$ cat config.mk
export PLATFORM = sky130hd
export DESIGN_NAME = config_pin_mode_select
export DESIGN_NICKNAME = d
export VERILOG_FILES = /design/src/cfg_pin_pkg.sv /design/src/cfg_reg_mem.sv /design/src/config_pin_mode_select.sv
export SDC_FILE = /design/constraint.sdc
export NUM_CORES = 1
export LEC_CHECK = 0
export BUFFER_PORTS_ARGS = -buffer_cell sky130_fd_sc_hd__buf_2
export CORE_MARGIN = 8
export CORE_UTILIZATION = 42
export CTS_CLUSTER_SIZE = 28
export DETAILED_ROUTE_END_ITERATION = 10
export GPL_TIMING_DRIVEN = 0
export PLACE_DENSITY = 0.63
export SETUP_SLACK_MARGIN = 0.2
export SYNTH_ARGS = -nofsm -noshare
export SYNTH_HDL_FRONTEND = slang
export SYNTH_SLANG_ARGS = --single-unit
$ cat constraint.sdc
create_clock -name clk -period 2.21 [get_ports clk]
set_clock_uncertainty 0.2 [all_clocks]
set_input_delay 0.5525 -clock clk [delete_from_list [all_inputs] [get_ports clk]]
set_output_delay 0.5525 -clock clk [all_outputs]
set_load 0.005 [all_outputs]
$ cat src/cfg_pin_pkg.sv
// constants shared by the configuration pin mode selector
// assumes one 25 MHz clock domain and synchronous pin inputs
package cfg_pin_pkg;
  localparam int unsigned clk_period_ns = 40;
  localparam int unsigned frame_bits = 16;
  localparam int unsigned addr_bits = 4;
  localparam int unsigned data_bits = 12;
  localparam int unsigned num_regs = 16;
  // settings register address and field positions
  localparam logic [3:0] settings_addr = 4'h0;
  localparam int unsigned msb_inv_pos = 0;
  localparam int unsigned oe_a_pos = 1;
  localparam int unsigned pdn_pos = 2;
  // reset value: normal run, channel a driven, no invert
  localparam logic [11:0] settings_reset = 12'h000;
  localparam logic [11:0] reg_reset = 12'h000;
endpackage

$ cat src/cfg_reg_mem.sv
// small register file holding the serial configuration words
// assumes writes come one at a time from the serial shifter
`timescale 1ns/1ps
module cfg_reg_mem #(
  parameter int unsigned depth = 16,
  parameter int unsigned width = 12,
  parameter int unsigned aw = 4
) (
  input wire logic clk,
  input wire logic sys_rst,
  input wire logic clr,
  input wire logic wr_en,
  input wire logic [aw-1:0] wr_addr,
  input wire logic [width-1:0] wr_data,
  input wire logic [aw-1:0] rd_addr,
  output logic [width-1:0] rd_data_ff
);
  logic [width-1:0] mem_ff [depth];
  logic [width-1:0] nxt_mem [depth];
  logic [width-1:0] nxt_rd_data;

  // clear returns every word to its default
  always_comb
  begin
    for (int i = 0; i < depth; i++)
    begin
      nxt_mem[i] = mem_ff[i];
      if (clr)
        nxt_mem[i] = cfg_pin_pkg::reg_reset;
      else if (wr_en && wr_addr == aw'(i))
        nxt_mem[i] = wr_data;
    end
    nxt_rd_data = clr ? cfg_pin_pkg::reg_reset : nxt_mem[rd_addr];
  end

  always_ff @(posedge clk or posedge sys_rst)
  begin
    if (sys_rst)
    begin
      for (int i = 0; i < depth; i++)
        mem_ff[i] <= cfg_pin_pkg::reg_reset;
      rd_data_ff <= cfg_pin_pkg::reg_reset;
    end
    else
    begin
      mem_ff <= nxt_mem;
      rd_data_ff <= nxt_rd_data;
    end
  end
endmodule

$ cat src/config_pin_mode_select.sv
// configuration pin mode selector: three shared pins as parallel controls or a serial port
// assumes pins synchronous to clk; serial clock pin sampled and edge detected here
// Behaviour
// RQ1 - select low: shared pins are msb invert, channel a enable, power down
// RQ2 - select low: serial port inactive, serial pin activity ignored
// RQ3 - select high: pins become latch enable, shift clock, serial data
// RQ4 - host pulses select low after power-up to reset serial registers
// RQ5 - select low resets serial configuration registers to defaults
// RQ6 - power down input 0 runs normally, 1 powers down
// RQ7 - serial data is write-only, no read-back path exists
// RQ8 - channel b over-range indicator driven beside its results
// RQ9 - channel a enable 0 drives outputs, 1 makes them high impedance
// RQ10 - serial mode takes the three settings from serial registers
`timescale 1ns/1ps
module config_pin_mode_select #(
  parameter int unsigned frame_bits = cfg_pin_pkg::frame_bits
) (
  input wire logic clk,
  input wire logic sys_rst,
  input wire logic serial_select,
  input wire logic pin_a,
  input wire logic pin_b,
  input wire logic pin_c,
  input wire logic chan_b_over_range_raw,
  output logic msb_invert_ff,
  output logic chan_a_output_enable_n_ff,
  output logic power_down_ff,
  output logic serial_active_ff,
  output logic chan_b_over_range_ff
);
  // pin aliases per mode
  logic msb_invert_input;
  logic chan_a_output_enable;
  logic power_down_input;
  logic serial_latch_enable;
  logic serial_shift_clock;
  logic serial_write_data;
  assign msb_invert_input = pin_a;
  assign chan_a_output_enable = pin_b;
  assign power_down_input = pin_c;
  assign serial_latch_enable = pin_a;
  assign serial_shift_clock = pin_b;
  assign serial_write_data = pin_c;

  // one-hot frame states; idle waits for latch enable to drop
  typedef enum logic [1:0] {
    st_idle = 2'b01,
    st_shift = 2'b10
  } shift_state_t;

  // shifter state, bit count and the write strobe toward the store
  shift_state_t state_ff, nxt_state;
  logic sclk_d_ff, nxt_sclk_d;
  logic [frame_bits-1:0] shreg_ff, nxt_shreg;
  logic [4:0] cnt_ff, nxt_cnt;
  logic wr_en;
  logic [cfg_pin_pkg::addr_bits-1:0] wr_addr;
  logic [cfg_pin_pkg::data_bits-1:0] wr_data;
  logic [cfg_pin_pkg::data_bits-1:0] settings;
  logic sclk_rise;

  // gated by select so toggles of the enable pin in parallel mode never count as bits
  assign sclk_rise = serial_select && serial_shift_clock && !sclk_d_ff; // RQ3

  // serial shifter; latch enable low frames a word, written when it rises
  always_comb
  begin
    nxt_state = state_ff;
    nxt_shreg = shreg_ff;
    nxt_cnt = cnt_ff;
    nxt_sclk_d = serial_select ? serial_shift_clock : 1'b0;
    wr_en = 1'b0;
    case (state_ff)
      st_idle:
      begin
        if (serial_select && !serial_latch_enable) // RQ3
        begin
          nxt_state = st_shift;
          nxt_cnt = 5'h00;
        end
      end
      st_shift:
      begin
        if (sclk_rise && cnt_ff < 5'(frame_bits))
        begin
          nxt_shreg = {shreg_ff[frame_bits-2:0], serial_write_data}; // RQ7
          nxt_cnt = cnt_ff + 5'h01;
        end
        if (serial_latch_enable)
        begin
          nxt_state = st_idle;
          wr_en = (cnt_ff == 5'(frame_bits)); // short frames are dropped
        end
      end
      default:
        nxt_state = st_idle;
    endcase
    // select low holds the port idle and discards activity
    if (!serial_select) // RQ2
    begin
      nxt_state = st_idle;
      nxt_cnt = 5'h00;
      nxt_shreg = '0;
      wr_en = 1'b0;
    end
  end

  // top nibble picks the word, low twelve bits are its value
  assign wr_addr = shreg_ff[frame_bits-1 -: cfg_pin_pkg::addr_bits];
  assign wr_data = shreg_ff[cfg_pin_pkg::data_bits-1:0];

  // shifter registers
  always_ff @(posedge clk or posedge sys_rst)
  begin
    if (sys_rst)
    begin
      state_ff <= st_idle;
      shreg_ff <= '0;
      cnt_ff <= 5'h00;
      sclk_d_ff <= 1'b0;
    end
    else
    begin
      state_ff <= nxt_state;
      shreg_ff <= nxt_shreg;
      cnt_ff <= nxt_cnt;
      sclk_d_ff <= nxt_sclk_d;
    end
  end

  // write-only store; only the settings word is read internally, never shifted out
  cfg_reg_mem #(
    .depth(cfg_pin_pkg::num_regs),
    .width(cfg_pin_pkg::data_bits),
    .aw(cfg_pin_pkg::addr_bits)
  ) u_mem (
    .clk(clk),
    .sys_rst(sys_rst),
    .clr(!serial_select), // RQ5
    .wr_en(wr_en),
    .wr_addr(wr_addr),
    .wr_data(wr_data),
    .rd_addr(cfg_pin_pkg::settings_addr),
    .rd_data_ff(settings)
  );

  logic nxt_msb_invert, nxt_oe_n, nxt_power_down, nxt_ovr;
  // mode mux: parallel pins when low, serial settings when high
  always_comb
  begin
    if (serial_select)
    begin
      nxt_msb_invert = settings[cfg_pin_pkg::msb_inv_pos]; // RQ10
      nxt_oe_n = settings[cfg_pin_pkg::oe_a_pos];
      nxt_power_down = settings[cfg_pin_pkg::pdn_pos];
    end
    else
    begin
      nxt_msb_invert = msb_invert_input; // RQ1
      nxt_oe_n = chan_a_output_enable; // RQ9
      nxt_power_down = power_down_input; // RQ6
    end
    nxt_ovr = chan_b_over_range_raw; // RQ8
  end

  // outputs leave flip-flops, costing one cycle but hiding pin glitches downstream
  always_ff @(posedge clk or posedge sys_rst)
  begin
    if (sys_rst)
    begin
      msb_invert_ff <= 1'b0;
      chan_a_output_enable_n_ff <= 1'b0;
      power_down_ff <= 1'b0;
      serial_active_ff <= 1'b0;
      chan_b_over_range_ff <= 1'b0;
    end
    else
    begin
      msb_invert_ff <= nxt_msb_invert;
      chan_a_output_enable_n_ff <= nxt_oe_n;
      power_down_ff <= nxt_power_down;
      serial_active_ff <= serial_select;
      chan_b_over_range_ff <= nxt_ovr;
    end
  end

  // checks
  chk_par_power_down: assert property (@(posedge clk) disable iff (sys_rst) // RQ6
    !serial_select |=> power_down_ff == $past(pin_c)) else $error("power down not from pin");
  chk_par_oe_a: assert property (@(posedge clk) disable iff (sys_rst) // RQ9
    !serial_select |=> chan_a_output_enable_n_ff == $past(pin_b)) else $error("oe a not from pin");
  chk_par_msb_inv: assert property (@(posedge clk) disable iff (sys_rst) // RQ1
    !serial_select |=> msb_invert_ff == $past(pin_a)) else $error("msb invert not from pin");
  chk_serial_idle: assert property (@(posedge clk) disable iff (sys_rst) // RQ2
    !serial_select |=> state_ff == st_idle && cnt_ff == 5'h00) else $error("serial active while low");
  chk_no_write_low: assert property (@(posedge clk) disable iff (sys_rst) // RQ2
    !serial_select |-> !wr_en) else $error("write while select low");
  chk_reset_regs: assert property (@(posedge clk) disable iff (sys_rst) // RQ5
    !serial_select ##1 serial_select |-> settings == cfg_pin_pkg::settings_reset)
    else $error("settings not reset");
  chk_serial_settings: assert property (@(posedge clk) disable iff (sys_rst) // RQ10
    serial_select |=> power_down_ff == $past(settings[cfg_pin_pkg::pdn_pos]))
    else $error("serial power down mismatch");
  chk_ovr_follow: assert property (@(posedge clk) disable iff (sys_rst) // RQ8
    1'b1 |=> chan_b_over_range_ff == $past(chan_b_over_range_raw)) else $error("over range lag");
  chk_frame_start: assert property (@(posedge clk) disable iff (sys_rst) // RQ3
    state_ff == st_idle && serial_select && !pin_a |=> state_ff == st_shift) else $error("frame not opened");
  // serial settings reach the outputs one edge after the stored word
  chk_serial_msb_inv: assert property (@(posedge clk) disable iff (sys_rst) // RQ10
    serial_select |=> msb_invert_ff == $past(settings[cfg_pin_pkg::msb_inv_pos]))
    else $error("serial msb invert mismatch");
  chk_serial_oe_a: assert property (@(posedge clk) disable iff (sys_rst) // RQ10
    serial_select |=> chan_a_output_enable_n_ff == $past(settings[cfg_pin_pkg::oe_a_pos]))
    else $error("serial oe a mismatch");
  // a full frame at the settings address must show up in the stored word
  chk_write_lands: assert property (@(posedge clk) disable iff (sys_rst) // RQ3
    wr_en && wr_addr == cfg_pin_pkg::settings_addr |=> settings == $past(wr_data))
    else $error("settings write lost");
  chk_short_drop: assert property (@(posedge clk) disable iff (sys_rst) // RQ3
    state_ff == st_shift && pin_a && cnt_ff != 5'(frame_bits) |-> !wr_en)
    else $error("short frame written");
  chk_active_follow: assert property (@(posedge clk) disable iff (sys_rst) // RQ3
    1'b1 |=> serial_active_ff == $past(serial_select)) else $error("serial active lag");
  cov_serial_write: cover property (@(posedge clk) disable iff (sys_rst) wr_en);
  cov_select_pulse: cover property (@(posedge clk) disable iff (sys_rst) serial_select ##1 !serial_select ##1 serial_select);
  cov_par_pdn: cover property (@(posedge clk) disable iff (sys_rst) !serial_select && pin_c);
  cov_short_frame: cover property (@(posedge clk) disable iff (sys_rst)
    state_ff == st_shift && pin_a && cnt_ff != 5'(frame_bits));
endmodule

==> impl_results.md <==
- Hold path endpoint: chan_b_over_range_ff
- Drt first pass iters: 4
- Worst skew pair latency: 0.32 ns
- DRT iter0 DRCs: 58
- Final ANT Viol Nets: 0
- Largest fanout on the critical path: 10
- Netlist cell types: 32
- Top cells by area, synth: dfrtp_1 (58%), a22o_1 (10%), buf_12 (3.0%)
- Overall Global Routing Usage: 0.101
- Crit path launch type: register
- Initial antenna violation count: 0
- Sequential area share after synthesis: 0.601
- Clk slew on worst S/H paths: approximately 0.1 ns
- Final Setup Violations: 0
- Wire length of the first global-routing pass: a little over 4 mm
- Synth Net Count: 114
- Die area: ~5200 sq um
- YS warnings: 0
- Vias per cell: slightly above 5
- H-tree depth: 2
- Slew headroom: 0.219
- CTS tree: built
- GPL Wtd Cong: between 0.7 and 0.8
- Ant. Diodes: 0
- Largest area contributor in the netlist: dfrtp_1
- Period utilisation layout: 0.790
- Post-Synthesis Cells: 105
- CP max-delay cell: dfrtp_1
- R2R setup slack: approximately 0.46 ns
- CTS root buf: clkbuf_4
- Remaining Overflow, GRT: 0
- Fraction of synthesis flops using an asynchronous set or reset pin: 1.00
- Hold path depth: 1
- Slew at the pin closest to its max-slew limit: 1.17 ns
- Port buffer count: 11
- Worst EP required: 2.21 ns
- Worst r2r path cells: 4
- Post_cts resized: 0
- Worst EP arrival: 1.75 ns
- Crit Path Class: reg2reg
- Critical Path End Type: register
- Top-count cell post-synth: dfrtp_1
- CP Cell Sequence: nor3b_4, a21boi_2, buf_2, a22o_1
- Final hold vios: 0
- Clock sinks: 32
- Fmax: roughly 570 MHz
- Tmin final: 1.75 ns
- Die width: 72.4 microns
- Post-CTS setup buffer count: 0
- Placed inst area: 1450 sq um
- Max-slew violations: 0
- EDFF count, synth: 0
- Fill cell count: 282
- CTS buffer count: 5
- DRC viols: 0
- Top Ports: 12
- RSZ-0062 raised after global routing: no
- Post-route cell area: ~1500 sq um
- Worst R2R Start: cnt_ff[4]
- Setup TNS: 0 ns
- Hold slack: about 0.13 ns
- Most common library cells after synthesis: dfrtp_1 (31), a22o_1 (16), nand2_1 (9)
- Final net count: between 100 and 150
- Rows: 20
- DR WL/cell: 14.1 microns
- Die Ht: a little over 70 microns
- CTS Buffer Depth: 2
- Vias in the first global route: between 900 and 1000
- Reg2reg end: shreg_ff[6]
- Top-area cell type share of the netlist area: 0.581
- Cell Area, Synth: 1340 sq um
- HPWL after DPL: 1.65 mm
- Synthesis-stage register bit count: 32
- Vias: 870
- Max rail drop VDD: between 0.0003 and 0.0004 V
- Syn Area/Cell: roughly 13 sq um
- Routed wire length: approximately 2.4 mm
- CP startpoint: cnt_ff[4]
- Hold Startpoint: chan_b_over_range_raw
- Critical path's largest stage delay: 0.44 ns
- Core Footprint: approximately 3000 sq um
- Lkg Pwr: 0.758 nW
- Top FF cell, synth: dfrtp_1
- Largest net degree at the start of global routing: 33
- Layout cells sized above 1: 0.234
- PD cells: slightly below 700 nW/um^2
- Status: completed
- Tightest Hold Check Type: in2reg
- Area growth syn-to-layout: 12.8%
- Initial core utilization: 0.441
- Hold_buf cts: 0
- Max Cap Viol: 0
cell families after synthesis:
| logic type | Yosys count | share of synthesized area |
|---|---|---|
| fa+ha+maj | 2 | 0.0187 |
| compound gates | 31 | 0.185 |
| flops | 32 | 0.601 |
| simple gates | 25 | 0.114 |
| mux | 3 | 0.0225 |
| buf+inv | 12 | 0.0590 |
cells in the final DEF, fill, tap and decap left out, types with 2 or more instances in the layout:
cell      synthesis  routed
nand3b_1          2       2
o21ai_1           3       3
buf_12            2       2
clkinv_2          0       2
nand2b_1          2       2
nand2_1           9       9
mux2i_1           3       3
ha_1              2       2
inv_1             8       8
dfrtp_1          31      31
o21ai_0           4       4
a22o_1           16      16
buf_2             1      12
clkbuf_4          0       5
nor2_1            3       3
per-layer routing:
layer  part of all wire  vias to the layer above  track usage
met5                  0                        -            0
met3              0.031                        4       0.0303
met1               0.49                      441        0.118
li1                   -                      412            -
met4              0.014                        0       0.0756
met2               0.47                       13        0.152
through the flow:
stage | utilization | setup slack [ns] | instances | total power [mW]
4_1_cts | 0.498 | 0.470 | 168 | 1.04
3_3_place_gp | 0.477 | 0.306 | 160 | 0.691
3_5_place_dp | 0.477 | 0.283 | 160 | 0.693
2_1_floorplan | - | 0.555 | 105 | 0.667
5_1_grt | 0.498 | 0.366 | 168 | 1.07
6_report | 0.498 | 0.464 | 168 | 1.02
final cells by class:
class,instances,area (sq um),area share
plain buffers,4,48.8,0.0324
clock buffers,6,51.3,0.0341
clock inverters,2,10.0,0.00664
inverters,8,30.0,0.0199
multi-input cells,61,454,0.301
flip-flops and latches,32,802,0.532
well taps,44,55.1,0.0365
repair buffers,11,55.1,0.0365
worst max-delay path, delay by kind of cell, from the launching register on:
family | cells | cell delay (ns)
buffers and inverters | 1 | 0.21
AND/OR/NAND/NOR | 1 | 0.34
AO/OA/AOI/OAI | 2 | 0.43
flip-flops | 1 | 0.44
report_power, final:
part / total, mW / switching [mW] / internal (mW) / leakage (nW)
clock network: 0.341 / 0.190 / 0.151 / 0.0380
registers: 0.611 / 0.0128 / 0.598 / 0.434
logic: 0.0693 / 0.0421 / 0.0271 / 0.286
total: 1.02 / 0.245 / 0.777 / 0.758
state kept, by name (all words and copies together) (netlist names):
register,cells
msb_invert_ff,1
state_ff,2
power_down_ff,1
u_mem.mem_ff,2
chan_b_over_range_ff,1
serial_active_ff,1
sclk_d_ff,1
cnt_ff,5
shreg_ff,16
u_mem.rd_data_ff,1
chan_a_output_enable_n_ff,1
worst max-delay path by stage:
stage | slack [ns] | endpoint | depth (start not counted)
detailed placement | 0.28 | shreg_ff[6] | 5
global route | 0.37 | shreg_ff[6] | 4
global placement | 0.31 | shreg_ff[6] | 5
CTS | 0.47 | shreg_ff[6] | 4
finish | 0.46 | shreg_ff[6] | 4
floorplan | 0.56 | shreg_ff[10] | 4
Power figures use the tool's default switching activity.
